**src/core/spr_pkg.sv**
```systemverilog
/*
 * Shared constants and types for the shunt power result scaler.
 * Assumes a 25 MHz system clock and 12-bit conversion codes from the front end.
 */
package spr_pkg;

	// Register offsets
	localparam logic [5:0] SPR_OFS_CONFIG  = 6'h00;
	localparam logic [5:0] SPR_OFS_SHUNT   = 6'h01;
	localparam logic [5:0] SPR_OFS_BUS     = 6'h02;
	localparam logic [5:0] SPR_OFS_POWER   = 6'h03;
	localparam logic [5:0] SPR_OFS_CURRENT = 6'h04;
	localparam logic [5:0] SPR_OFS_CAL     = 6'h05;
	localparam logic [5:0] SPR_OFS_STATUS  = 6'h06;
	localparam logic [5:0] SPR_OFS_MAKER   = 6'h3E;
	localparam logic [5:0] SPR_OFS_PART    = 6'h3F;

	// Field positions and reset values
	localparam int          SPR_RSV_LOW     = 4;
	localparam int          SPR_ST_READY    = 3;
	localparam int          SPR_ST_OFLOW    = 2;
	localparam int          SPR_PART_LOW    = 3;
	localparam logic [15:0] SPR_CFG_RST     = 16'h0000;
	localparam logic [14:0] SPR_CAL_RST     = 15'h0000;

	// Conversion times in microseconds and derived cycle counts
	localparam int SPR_CLK_MHZ   = 25;
	localparam int SPR_CONV0_US  = 140;
	localparam int SPR_CONV1_US  = 204;
	localparam int SPR_CONV2_US  = 332;
	localparam int SPR_CONV3_US  = 588;
	localparam int SPR_CONV0_CYC = SPR_CONV0_US * SPR_CLK_MHZ;
	localparam int SPR_CONV1_CYC = SPR_CONV1_US * SPR_CLK_MHZ;
	localparam int SPR_CONV2_CYC = SPR_CONV2_US * SPR_CLK_MHZ;
	localparam int SPR_CONV3_CYC = SPR_CONV3_US * SPR_CLK_MHZ;

	// Arithmetic scaling
	localparam int         SPR_CUR_SHIFT = 11;
	localparam logic [9:0] SPR_PWR_MUL   = 10'h347;
	localparam int         SPR_PWR_SHIFT = 20;

	// Register access request from the serial front end
	typedef struct packed {
		logic        wr;
		logic        rd;
		logic [5:0]  addr;
		logic [15:0] wdata;
	} spr_req_t;

	// Configuration register layout
	typedef struct packed {
		logic [10:0] rsvd;
		logic        shunt_range_select;
		logic [1:0]  avg_sel;
		logic [1:0]  conv_sel;
	} spr_cfg_t;

	typedef enum logic [1:0] {
		SPR_SHUNT_CONV = 2'b00,
		SPR_BUS_CONV   = 2'b01,
		SPR_AVG_WAIT   = 2'b10,
		SPR_CALC       = 2'b11
	} spr_state_t;

endpackage : spr_pkg

```
**src/core/spr_avg.sv**
```systemverilog
/*
 * Block averager: sums 2**log2n samples and emits their mean.
 * Assumes log2n is steady across a block; restart drops a partial block.
 */
`timescale 1ns/1ps
module spr_avg
	import spr_pkg::*;
#(
	parameter int W    = 12,
	parameter bit SGN  = 1'b1,
	parameter int LMAX = 6
) (
	// Clock and reset
	input  wire logic         sys_clk,
	input  wire logic         rstn,
	// Sample stream
	input  wire logic         restart,
	input  wire logic         smp_valid,
	input  wire logic [W-1:0] smp,
	input  wire logic [2:0]   log2n,
	// Mean
	output logic              avg_valid,
	output logic [W-1:0]      avg
);

	localparam int AW = W + LMAX;

	logic [AW-1:0]   acc_ff;
	logic [LMAX:0]   cnt_ff;
	logic [W-1:0]    avg_ff;
	logic            vld_ff;
	wire  [AW-1:0]   ext      = SGN ? {{LMAX{smp[W-1]}}, smp} : {{LMAX{1'b0}}, smp};
	wire  [AW-1:0]   sum      = acc_ff + ext;
	wire  [LMAX:0]   last_cnt = ((LMAX+1)'(1) << log2n) - (LMAX+1)'(1);
	wire             last     = (cnt_ff == last_cnt);
	wire  [AW-1:0]   mean     = SGN ? AW'($signed(sum) >>> log2n) : (sum >> log2n);

	always_ff @(posedge sys_clk or negedge rstn) begin
		if (!rstn) begin
			acc_ff <= '0;
			cnt_ff <= '0;
			avg_ff <= '0;
			vld_ff <= 1'b0;
		end else begin
			vld_ff <= smp_valid && last && !restart;
			if (restart) begin
				acc_ff <= '0;
				cnt_ff <= '0;
			end else if (smp_valid) begin
				acc_ff <= last ? '0 : sum;
				cnt_ff <= last ? '0 : cnt_ff + (LMAX+1)'(1);
				if (last)
					avg_ff <= mean[W-1:0];
			end
		end
	end

	assign avg_valid = vld_ff;
	assign avg       = avg_ff;

endmodule : spr_avg

```
**src/core/spr_core.sv**
```systemverilog
/*
 * Result formatting, current and power arithmetic, identity registers.
 * Assumes a serial front end that presents one-cycle register requests,
 * and an analog front end whose codes are valid when adc_sample pulses.
 */
//
// Contract
// - Maker identity at 0x3E, fixed code
// - Part identity at 0x3F, low bits zero
// - Range bit picks 81.92 or 20.48 mV
// - Shunt step 40 uV or 10 uV
// - Bus step 25.6 mV, to 104.83 V
// - Shunt, bus words: low nibble reserved
// - Shunt result is signed
// - Bus result is unsigned
// - Current recomputed after each shunt result
// - Zero scale factor gives zero current
// - Power step is 32 current steps
// - Shortest conversion time 140 us
// - Averages successive conversions before reporting
// - Ready flag set after all math
// - Overflow flag on current or power overflow
`timescale 1ns/1ps
module spr_core
	import spr_pkg::*;
#(
	parameter logic [15:0] MAKER_CODE = 16'h5A5A, // Arbitrary value
	parameter logic [12:0] DIE_CODE   = 13'h0123, // Arbitrary value
	parameter int          CONV0_CYC  = SPR_CONV0_CYC,
	parameter int          CONV1_CYC  = SPR_CONV1_CYC,
	parameter int          CONV2_CYC  = SPR_CONV2_CYC,
	parameter int          CONV3_CYC  = SPR_CONV3_CYC
) (
	// Clock and reset
	input  wire logic        sys_clk,
	input  wire logic        rstn,
	// Register access
	input  wire spr_req_t    reg_req,
	output logic [15:0]      reg_rdata,
	// Analog front end
	input  wire logic [11:0] adc_shunt_code,
	input  wire logic [11:0] adc_bus_code,
	output logic             adc_range,
	output logic             adc_channel,
	output logic             adc_sample,
	// Status
	output logic             result_ready_flag,
	output logic             arithmetic_overflow_flag
);

	spr_cfg_t    cfg_ff;
	logic [14:0] cal_ff;
	logic [15:0] shunt_ff;
	logic [15:0] bus_ff;
	logic [15:0] cur_ff;
	logic [15:0] pwr_ff;
	logic        rdy_ff;
	logic        oflow_ff;
	logic [15:0] rdata_ff;
	logic [15:0] tmr_ff;
	spr_state_t  st_ff;
	spr_state_t  nxt_st;

	// Register decode
	wire cfg_wr  = reg_req.wr && (reg_req.addr == SPR_OFS_CONFIG);
	wire cal_wr  = reg_req.wr && (reg_req.addr == SPR_OFS_CAL);
	wire stat_rd = reg_req.rd && (reg_req.addr == SPR_OFS_STATUS);

	// Conversion timer, shared by the shunt and bus measurements
	wire [15:0] conv_len = (cfg_ff.conv_sel == 2'd0) ? 16'(CONV0_CYC) :
	                       (cfg_ff.conv_sel == 2'd1) ? 16'(CONV1_CYC) :
	                       (cfg_ff.conv_sel == 2'd2) ? 16'(CONV2_CYC) : 16'(CONV3_CYC);
	wire        conv_end = (st_ff == SPR_SHUNT_CONV || st_ff == SPR_BUS_CONV)
	                       && (tmr_ff == conv_len - 16'h0001);
	wire        sh_smp   = conv_end && (st_ff == SPR_SHUNT_CONV);
	wire        bus_smp  = conv_end && (st_ff == SPR_BUS_CONV);
	wire [2:0]  log2n    = {cfg_ff.avg_sel, 1'b0};

	// Averagers
	wire        sh_avg_vld;
	wire        bus_avg_vld;
	wire [11:0] sh_avg;
	wire [11:0] bus_avg;

	spr_avg #(.W(12), .SGN(1'b1), .LMAX(6)) u_avg_shunt (
		.sys_clk   (sys_clk),
		.rstn      (rstn),
		.restart   (cfg_wr),
		.smp_valid (sh_smp),
		.smp       (adc_shunt_code),
		.log2n     (log2n),
		.avg_valid (sh_avg_vld),
		.avg       (sh_avg)
	);

	spr_avg #(.W(12), .SGN(1'b0), .LMAX(6)) u_avg_bus (
		.sys_clk   (sys_clk),
		.rstn      (rstn),
		.restart   (cfg_wr),
		.smp_valid (bus_smp),
		.smp       (adc_bus_code),
		.log2n     (log2n),
		.avg_valid (bus_avg_vld),
		.avg       (bus_avg)
	);

	// Current: signed code times scale factor, divided by 2**11
	wire signed [11:0] sh_code  = $signed(shunt_ff[15:SPR_RSV_LOW]);
	wire signed [28:0] cur_prod = sh_code * $signed({1'b0, cal_ff});
	wire signed [28:0] cur_shr  = cur_prod >>> SPR_CUR_SHIFT;
	wire               cur_fit  = (cur_shr[28:15] == {14{cur_shr[15]}});
	wire        [15:0] cur_sat  = cur_shr[28] ? 16'h8000 : 16'h7FFF;
	wire        [15:0] cur_new  = (cal_ff == 15'h0000) ? 16'h0000 :
	                              (cur_fit ? cur_shr[15:0] : cur_sat);

	// Power: magnitude of current times bus code, divided by 1250
	wire        [15:0] cur_mag  = cur_ff[15] ? 16'(-cur_ff) : cur_ff;
	wire        [27:0] pwr_raw  = cur_mag * bus_ff[15:SPR_RSV_LOW];
	wire        [37:0] pwr_scl  = pwr_raw * SPR_PWR_MUL;
	wire        [17:0] pwr_shr  = pwr_scl[37:SPR_PWR_SHIFT];
	wire               pwr_fit  = (pwr_shr[17:16] == 2'b00);
	wire        [15:0] pwr_new  = pwr_fit ? pwr_shr[15:0] : 16'hFFFF;

	// Sequencer
	always_comb begin
		nxt_st = st_ff;
		unique case (st_ff)
			SPR_SHUNT_CONV: if (conv_end) nxt_st = SPR_BUS_CONV;
			SPR_BUS_CONV:   if (conv_end) nxt_st = SPR_AVG_WAIT;
			SPR_AVG_WAIT:   nxt_st = bus_avg_vld ? SPR_CALC : SPR_SHUNT_CONV;
			SPR_CALC:       nxt_st = SPR_SHUNT_CONV;
		endcase
		if (cfg_wr)
			nxt_st = SPR_SHUNT_CONV;
	end

	always_ff @(posedge sys_clk or negedge rstn) begin
		if (!rstn) begin
			st_ff  <= SPR_SHUNT_CONV;
			tmr_ff <= 16'h0000;
		end else begin
			st_ff  <= nxt_st;
			tmr_ff <= (conv_end || cfg_wr || nxt_st != st_ff) ? 16'h0000 : tmr_ff + 16'h0001;
		end
	end

	// Current is formed in AVG_WAIT, power one cycle later in CALC
	wire cur_step  = (st_ff == SPR_AVG_WAIT) && bus_avg_vld && !cfg_wr;
	wire pwr_step  = (st_ff == SPR_CALC) && !cfg_wr;
	wire oflow_set = (cur_step && cal_ff != 15'h0000 && !cur_fit)
	                 || (pwr_step && !pwr_fit);

	// Registers written by software
	always_ff @(posedge sys_clk or negedge rstn) begin
		if (!rstn) begin
			cfg_ff <= SPR_CFG_RST;
			cal_ff <= SPR_CAL_RST;
		end else begin
			if (cfg_wr)
				cfg_ff <= reg_req.wdata;
			if (cal_wr)
				cal_ff <= reg_req.wdata[14:0];
		end
	end

	// Result words; shunt and bus keep the low nibble at zero
	always_ff @(posedge sys_clk or negedge rstn) begin
		if (!rstn) begin
			shunt_ff <= 16'h0000;
			bus_ff   <= 16'h0000;
			cur_ff   <= 16'h0000;
			pwr_ff   <= 16'h0000;
		end else begin
			if (sh_avg_vld)
				shunt_ff <= {sh_avg, 4'h0};
			if (bus_avg_vld)
				bus_ff <= {bus_avg, 4'h0};
			if (cur_step)
				cur_ff <= cur_new;
			if (pwr_step)
				pwr_ff <= pwr_new;
		end
	end

	// Flags: a set in the clearing cycle wins
	always_ff @(posedge sys_clk or negedge rstn) begin
		if (!rstn) begin
			rdy_ff <= 1'b0;
			oflow_ff <= 1'b0;
		end else begin
			rdy_ff <= pwr_step || (rdy_ff && !cfg_wr && !stat_rd);
			oflow_ff <= oflow_set || (oflow_ff && !stat_rd);
		end
	end

	// Read data, one cycle after the request
	wire [15:0] status_word = (16'(rdy_ff) << SPR_ST_READY) | (16'(oflow_ff) << SPR_ST_OFLOW);
	wire [15:0] rd_mux =
		(reg_req.addr == SPR_OFS_CONFIG)  ? cfg_ff :
		(reg_req.addr == SPR_OFS_SHUNT)   ? shunt_ff :
		(reg_req.addr == SPR_OFS_BUS)     ? bus_ff :
		(reg_req.addr == SPR_OFS_POWER)   ? pwr_ff :
		(reg_req.addr == SPR_OFS_CURRENT) ? cur_ff :
		(reg_req.addr == SPR_OFS_CAL)     ? {1'b0, cal_ff} :
		(reg_req.addr == SPR_OFS_STATUS)  ? status_word :
		(reg_req.addr == SPR_OFS_MAKER)   ? MAKER_CODE :
		(reg_req.addr == SPR_OFS_PART)    ? {DIE_CODE, 3'b000} :
		16'h0000;

	always_ff @(posedge sys_clk or negedge rstn) begin
		if (!rstn)
			rdata_ff <= 16'h0000;
		else if (reg_req.rd)
			rdata_ff <= rd_mux;
	end

	assign reg_rdata                = rdata_ff;
	assign adc_range                = cfg_ff.shunt_range_select;
	assign adc_channel              = (st_ff == SPR_BUS_CONV);
	assign adc_sample               = conv_end;
	assign result_ready_flag        = rdy_ff;
	assign arithmetic_overflow_flag = oflow_ff;

endmodule : spr_core

```
**config.mk**
```make
export PLATFORM = sky130hd
export DESIGN_NAME = spr_core
export DESIGN_NICKNAME = d
export VERILOG_FILES = /design/src/core/spr_pkg.sv /design/src/core/spr_avg.sv /design/src/core/spr_core.sv
export SDC_FILE = /design/constraint.sdc
export NUM_CORES = 2
export LEC_CHECK = 0
export BUFFER_PORTS_ARGS = -buffer_cell sky130_fd_sc_hd__buf_2
export CORE_MARGIN = 5
export CORE_UTILIZATION = 59
export DETAILED_ROUTE_END_ITERATION = 8
export HOLD_SLACK_MARGIN = 0.05
export PLACE_DENSITY = 0.79
export SLEW_MARGIN = 20
export SYNTH_ARGS = -nofsm -noshare
export SYNTH_HDL_FRONTEND = slang
export SYNTH_SLANG_ARGS = --single-unit
```
**constraint.sdc**
```tcl
create_clock -name sys_clk -period 9.9 [get_ports sys_clk]
set_input_delay 2.97 -clock sys_clk [delete_from_list [all_inputs] [get_ports sys_clk]]
set_output_delay 2.97 -clock sys_clk [all_outputs]
set_load 0.05 [all_outputs]
```
# ---- Yosys cells after proc, flatten, opt, wreduce, memory -nomap -nowiden
# Index checks and enable logic that the tools add are counted.
dict set report classes {
  mux 35
  mul 3
  reduce_logical 39
  eq_ne 18
  shifts 3
  addsub 8
  n_bitwise 2
}
# operator count
set ops {}
lappend ops {{2-to-1 mux 16 bit} 11}
lappend ops {{2-to-1 mux 18 bit} 6}
lappend ops {{2-to-1 mux 15 bit} 3}
lappend ops {{2-to-1 mux 7 bit} 6}
lappend ops {{multiplier 28 x 10 -> 38 bit, second input constant} 1}
lappend ops {{multiplier 12 x 16 -> 28 bit} 1}
lappend ops {{multiplier 16 x 12 -> 28 bit} 1}
lappend ops {{2-to-1 mux 14 bit} 2}
lappend ops {{logical AND 1 bit} 19}
lappend ops {{adder 18 x 12 -> 18 bit} 1}
lappend ops {{adder 18 bit} 1}
lappend ops {{== test 6 x 3 -> 1 bit, second input constant} 3}
lappend ops {{right shift 18 x 3 -> 12 bit} 1}
lappend ops {{>>> shifter 18 x 3 -> 12 bit} 1}
lappend ops {{adder 16 x 1 -> 16 bit, second input constant} 1}
lappend ops {{== test 16 bit} 1}
lappend ops {{negator 16 bit} 1}
lappend ops {{logical NOT 15 bit} 1}
lappend ops {{nonzero test 15 bit} 1}
lappend ops {{subtractor 14 x 1 -> 15 bit, second input constant} 1}
lappend ops {{adder 7 x 1 -> 7 bit, second input constant} 2}
lappend ops {{== test 7 bit} 2}
lappend ops {{== test 13 bit} 1}
lappend ops {{2-to-1 mux 13 bit} 1}
lappend ops {{19 further kinds} 39}
dict set report totals {
  input_bits 50
  wordCells 130
  reg_bits 199
}

# ---- Logic depth before layout (Yosys ltp)
dict set report logic_depth {
  word_depth 13
  mapped_depth 48
  depth_no_buf 45
}

# ---- Modules after synthesis
# Synthesis repeated with hierarchy kept, for this count alone.
dict set report hier_totals {
  cells_unflattened 3356
  area_unflattened_um2 29758.5
}
# mod area_per_inst_um2 seq_area_each_um2 n_inst cells_per_inst
set modules_own_cells {}
lappend modules_own_cells {spr_core 23188.5 3078.0 1 2586}
lappend modules_own_cells {{spr_avg (u_avg_bus)} 3308.2 950.9 1 381}
lappend modules_own_cells {{spr_avg (u_avg_shunt)} 3261.9 950.9 1 389}

# ---- Least setup slack after synthesis
# No wires, ideal clock.
dict set report synth_timing {
  path_type {reg2reg}
  startpoint {reg cur_ff[6]}
  endpoint {reg pwr_ff[15]}
  synth_period_minus_slack_ns 10.614
  required_time_ns 9.779
  setup_slack_ns -0.714
  path_stages_with_launch 41
  path_buffers 1
  arrival_time_ns 10.493
  setup_ns 0.121
  path_cell_list {dfrtp_1 -> or4_1 -> or3_1 -> nand2_1 -> xnor2_1 -> clkbuf_1 -> nand2_1 -> fa_1 -> fa_1 -> inv_1 -> fa_1 -> fa_1 -> inv_1 -> fa_1 -> inv_1 -> ha_1 -> a21o_1 -> a21o_1 -> [... 5 more ...] -> inv_2 -> ha_1 -> ha_1 -> fa_1 -> fa_1 -> inv_1 -> fa_1 -> inv_1 -> ha_1 -> a21o_1 -> a21o_1 -> a21oi_1 -> o21ai_0 -> or3_1 -> o2111ai_1 -> o2111ai_2 -> or2_1 -> o22a_1}
}
dict set report synth_via {
  elab_chain_len 6
}
# element line_no
set synth_lines {}
lappend synth_lines {{start, declared} spr_core.sv:55} ;# logic [15:0] cur_ff;
lappend synth_lines {{start signal, assigned} spr_core.sv:179} ;# cur_ff <= cur_new;
lappend synth_lines {{negator 16 bit} spr_core.sv:117} ;# wire [15:0] cur_mag = cur_ff[15] ? 16'(-cur_ff) : cur_ff;
lappend synth_lines {{2-to-1 mux 16 bit *} spr_core.sv:117}
lappend synth_lines {{multiplier 16 x 12 -> 28 bit *} spr_core.sv:118} ;# wire [27:0] pwr_raw = cur_mag * bus_ff[15:SPR_RSV_LOW];
lappend synth_lines {{multiplier 28 x 10 -> 38 bit *} spr_core.sv:119} ;# wire [37:0] pwr_scl = pwr_raw * SPR_PWR_MUL;
lappend synth_lines {{logical NOT 2 bit} spr_core.sv:121} ;# wire pwr_fit = (pwr_shr[17:16] == 2'b00);
lappend synth_lines {{2-to-1 mux 16 bit *} spr_core.sv:122} ;# wire [15:0] pwr_new = pwr_fit ? pwr_shr[15:0] : 16'hFFFF;
lappend synth_lines {{end signal, assigned} spr_core.sv:181} ;# pwr_ff <= pwr_new;
lappend synth_lines {{end, declared} spr_core.sv:56} ;# logic [15:0] pwr_ff;
# Every way passes the cells marked *; elsewhere a longest branch is shown, timed or not.
# A chain may end at the register's enable or synchronous reset.

# ---- Worst setup path after layout
dict set report layout_timing {
  startpoint {reg cur_ff[2]}
  endpoint {reg oflow_ff, in the netlist arithmetic_overflow_flag}
}
dict set report layout_via {
  elab_chain_len 9
}
# element line_no
set layout_lines {}
lappend layout_lines {{negator 16 bit} spr_core.sv:117}
lappend layout_lines {{2-to-1 mux 16 bit *} spr_core.sv:117}
lappend layout_lines {{multiplier 16 x 12 -> 28 bit *} spr_core.sv:118}
lappend layout_lines {{multiplier 28 x 10 -> 38 bit *} spr_core.sv:119}
lappend layout_lines {{logical NOT 2 bit *} spr_core.sv:121}
lappend layout_lines {{logical NOT 1 bit *} spr_core.sv:151} ;# || (pwr_step && !pwr_fit);
lappend layout_lines {{logical AND 1 bit *} spr_core.sv:151}
lappend layout_lines {{logical OR 1 bit *} spr_core.sv:151}
lappend layout_lines {{logical OR 1 bit *} spr_core.sv:192} ;# oflow_ff <= oflow_set || (oflow_ff && !stat_rd);
lappend layout_lines {{end signal, assigned} spr_core.sv:192}
lappend layout_lines {{end, declared} spr_core.sv:58} ;# logic oflow_ff;
# Marked as above.

==> flow_summary_export.csv <==
group,metric,value,unit
power,power_leakage,17.32,nW
critical_path,cp_common_cell,"fa_1",
floorplanning,ios,71,
power,internal-power,1.293,mW
power,pwr-share-clk,0.362,
logic_synthesis,syn_area_per_cell,9.005,um^2
critical_path,slowest_stage,"fa_1",
global_route,first_global_vias,25100,
power,p_seq_frac,0.491,
run,maxCapViolCount,0,
timing,max_freq,96.67,MHz
clocking,tritoncts,"yes",
power,vdd_ir_drop_max,0.1261,mV
global_route,grt_use_total,0.3048,
logic_synthesis,synth_common_cells,"494 x inv_1, 421 x nand2_1, 357 x fa_1, 293 x ha_1, 199 x dfrtp_1",
timing,setup_slack,-0.4450,ns
finish,final_core_util,0.6976,
placed_design,io_buffers,70,
routing,drt_iter0_markers,1718,
clocking,numCtsBuffers,17,
logic_synthesis,yosys.area.top_type_share,0.2573,
logic_synthesis,syn-cell-area,0.02777,mm^2
logic_synthesis,synth_seq_cells,199,
timing,finalHoldViolations,0,
power,power_switching_share,0.3189,
timing,worstMarginPinSlew,0.9676,ns
logic_synthesis,synth_area_leaders,"fa_1 26%, dfrtp_1 18%, ha_1 13%, inv_1 6.7%, nand2_1 5.7%",
power,p_comb_frac,0.147,
timing,finalSetupViolCount,17,
finish,fillCellCount,3408,
timing,period_minus_slack,10.34,ns
critical_path,r2r-start,"cur_ff[2]",
critical_path,start_kind,"register",
floorplanning,die_height,227.0,um
critical_path,arrival,10.68,ns
routing,wl_per_cell,19.22,um
power,p_per_area,58.47,mW/mm^2
floorplanning,fp.coreArea,0.04656,mm^2
global_route,grt_pass1_wl,126700,um
clocking,cts_root_buf,"clkbuf_16",
placed_design,pre_cts_slack,-0.5251,ns
finish,final_area,0.03248,mm^2
clocking,cts.clk_slew.worst_paths,0.08,ns
critical_path,required,10.23,ns
critical_path,crit_fanout,8,
critical_path,crit_path_max_incr_delay,0.55,ns
timing,slew_headroom,0.3542,
routing,wirelength,75880,um
routing,first_pass_iters,6,
clocking,clock-sinks,199,
power,p_sw,0.6057,mW
logic_synthesis,yosysMostFrequentCell,"inv_1",
logic_synthesis,synthDistinctLibCells,83,
floorplanning,die_x,227.0,um
critical_path,critPathLaunch,"cur_ff[2]",
logic_synthesis,synth_top_cell_by_area,"fa_1",
floorplanning,dieArea,0.05151,mm^2
finish,syn_to_final_growth,16.94,%
hold_path,hold_class,"register to register",
clocking,clk-insertion-delay-late,0.47,ns
routing,viasPerCell,5.860,
timing,timing.final.crit_share,1.045,
placed_design,place_congestion,0.9348,
routing,vias,23140,
timing,finClkSkew,0.01691,ns
floorplanning,std_cell_rows,79,
timing,rsz0062_at_grt,"yes",
hold_path,holdCritStartpoint,"cfg_ff[6]",
finish,drive_gt1_frac,0.1949,
logic_synthesis,synthCells,3084,
global_route,grt_max_degree,86,
placed_design,dpl-instance-area,0.03062,mm^2
critical_path,critPathCaptureType,"register",
clocking,h-tree-depth,4,
routing,antenna_left,0,
placed_design,hpwl,59040,um
routing,drc,0,
critical_path,crit_type,"register to register",
timing,slew_viol_final,0,
logic_synthesis,seq_area_frac_synth,0.1793,
global_route,grt_overflow_total,0,
logic_synthesis,yosysWarningCount,0,
clocking,cts_buffer_depth,2,
floorplanning,start_util,0.5965,
logic_synthesis,synth_ff_type,"dfrtp_1",
run_status,violations,"negative setup slack",
run_status,outcome,"finished, violations left",
finish,final_nets,4027,
global_route,antenna_found_initial,2,
logic_synthesis,synth_edf_count,0,
logic_synthesis,syn_nets,3784,
timing,holdWs,0.4835,ns
logic_synthesis,postSynth.asyncResetShare,1.000,
final cells by class:
type / count / area, um^2 / share of cell area
multi-input combinational: 2254 / 21720 / 0.6688
clock inverter: 13 / 135.1 / 0.004161
inverter: 497 / 1866 / 0.05744
sequential: 199 / 4981 / 0.1534
clock buffer: 19 / 442.9 / 0.01364
antenna: 1 / 2.502 / 0.00007705
tap: 607 / 759.5 / 0.02339
timing repair buffer: 358 / 2570 / 0.07913
placed cells by master (no fill, tap or decap), types with 9 or more instances in the layout:
cell type / n
a211oi_1: 12
a21o_1: 46
a21oi_1: 87
a21oi_2: 13
a221o_1: 16
a22o_1: 15
a22oi_1: 11
a31oi_1: 15
and2_1: 142
and3_1: 21
buf_2: 69
buf_4: 275
buf_6: 13
clkbuf_16: 17
dfrtp_1: 198
fa_1: 345
fa_2: 12
ha_1: 251
ha_4: 38
inv_1: 478
inv_2: 19
mux2_2: 43
mux2i_1: 17
mux4_2: 10
nand2_1: 410
nand2_2: 9
nand2b_1: 35
nand3_1: 37
nand4_1: 16
nor2_1: 125
nor2b_1: 19
nor3_1: 24
o211ai_1: 14
o21ai_0: 113
o21ai_1: 19
o21ai_2: 15
or3_1: 9
xnor2_1: 68
xnor2_2: 16
xor2_1: 40
through the flow:
| step | TNS (ns) | power [mW] | std cells |
|---|---|---|---|
| global route | -13.19 | 1.966 | 3947 |
| detailed placement | -7.563 | 1.220 | 3867 |
| finish | -6.638 | 1.899 | 3948 |
| CTS | -3.259 | 1.900 | 3941 |
| floorplan | -0.1589 | 1.101 | 3084 |
| global placement | -4.421 | 1.209 | 3867 |
layer usage:
| metal | GRT usage | wire [um] | up-vias | part of all wire |
|---|---|---|---|---|
| met5 | 0 | 19 | - | 0.00025 |
| met4 | 0.1076 | 2934 | 4 | 0.039 |
| met3 | 0.06035 | 6075 | 233 | 0.080 |
| met2 | 0.5207 | 36940 | 958 | 0.49 |
| met1 | 0.3906 | 29910 | 11450 | 0.39 |
| li1 | - | - | 10490 | - |
state kept, by name, indices dropped and copies added, names as in the netlist, 15 cells and up:
name,count
pwr_ff,16
u_avg_bus.acc_ff,18
reg_rdata,16
tmr_ff,16
cal_ff,15
u_avg_shunt.acc_ff,18
cfg_ff,15
cur_ff,16
path summary, 6_finish.rpt:
| kind | to | slack (ns) | depth (start not counted) |
|---|---|---|---|
| min | cfg_ff[6] | 0.48 | 2 |
| max reg2reg | arithmetic_overflow_flag | -0.44 | 41 |
| min in group asynchronous | u_avg_bus.acc_ff[10] | 2.52 | 1 |
| min reg2reg | cfg_ff[6] | 0.48 | 2 |
| max in group asynchronous | cur_ff[6] | 6.09 | 2 |
| max | arithmetic_overflow_flag | -0.44 | 41 |
power groups by stage:
stage / Clock, mW / Combinational [mW] / Sequential (mW)
5_1_grt: 0.723 / 0.306 / 0.937
3_3_place_gp: 0 / 0.267 / 0.942
4_1_cts: 0.694 / 0.278 / 0.928
3_5_place_dp: 0 / 0.275 / 0.944
6_report: 0.687 / 0.280 / 0.932
2_1_floorplan: 0 / 0.187 / 0.914
critical path, delay by kind of cell (launching register included):
kind	cells	cell delay [ns]
compound gates	12	1.79
xor+xnor	2	0.34
fa+ha+maj	11	4.87
buf+inv	9	1.12
flops	1	0.42
simple gates	7	1.63
logic make-up (layout without fill, tap and decap cells):
logic type,count (synthesis),in the layout,share of synthesized area
AO/OA/AOI/OAI,488,488,0.1154
XOR/XNOR,134,134,0.04253
adder cells (fa/ha/maj),650,650,0.3893
multiplexers,71,71,0.03217
AND/OR/NAND/NOR,911,911,0.1556
buffers and inverters,631,887,0.08569
other,0,1,0
flip-flops,199,199,0.1793
what timing repair did:
item / CTS / global route
pin swaps: 99 / 68
setup endpoints to repair: 17 / 17
hold endpoints to repair: 0 / 0
buffers inserted: 41 / 6
cloned: 1 / 0
hold buffers: 0 / 0
resized for setup: 127 / 55
Note: power is estimated with default switching activity, not from simulation.
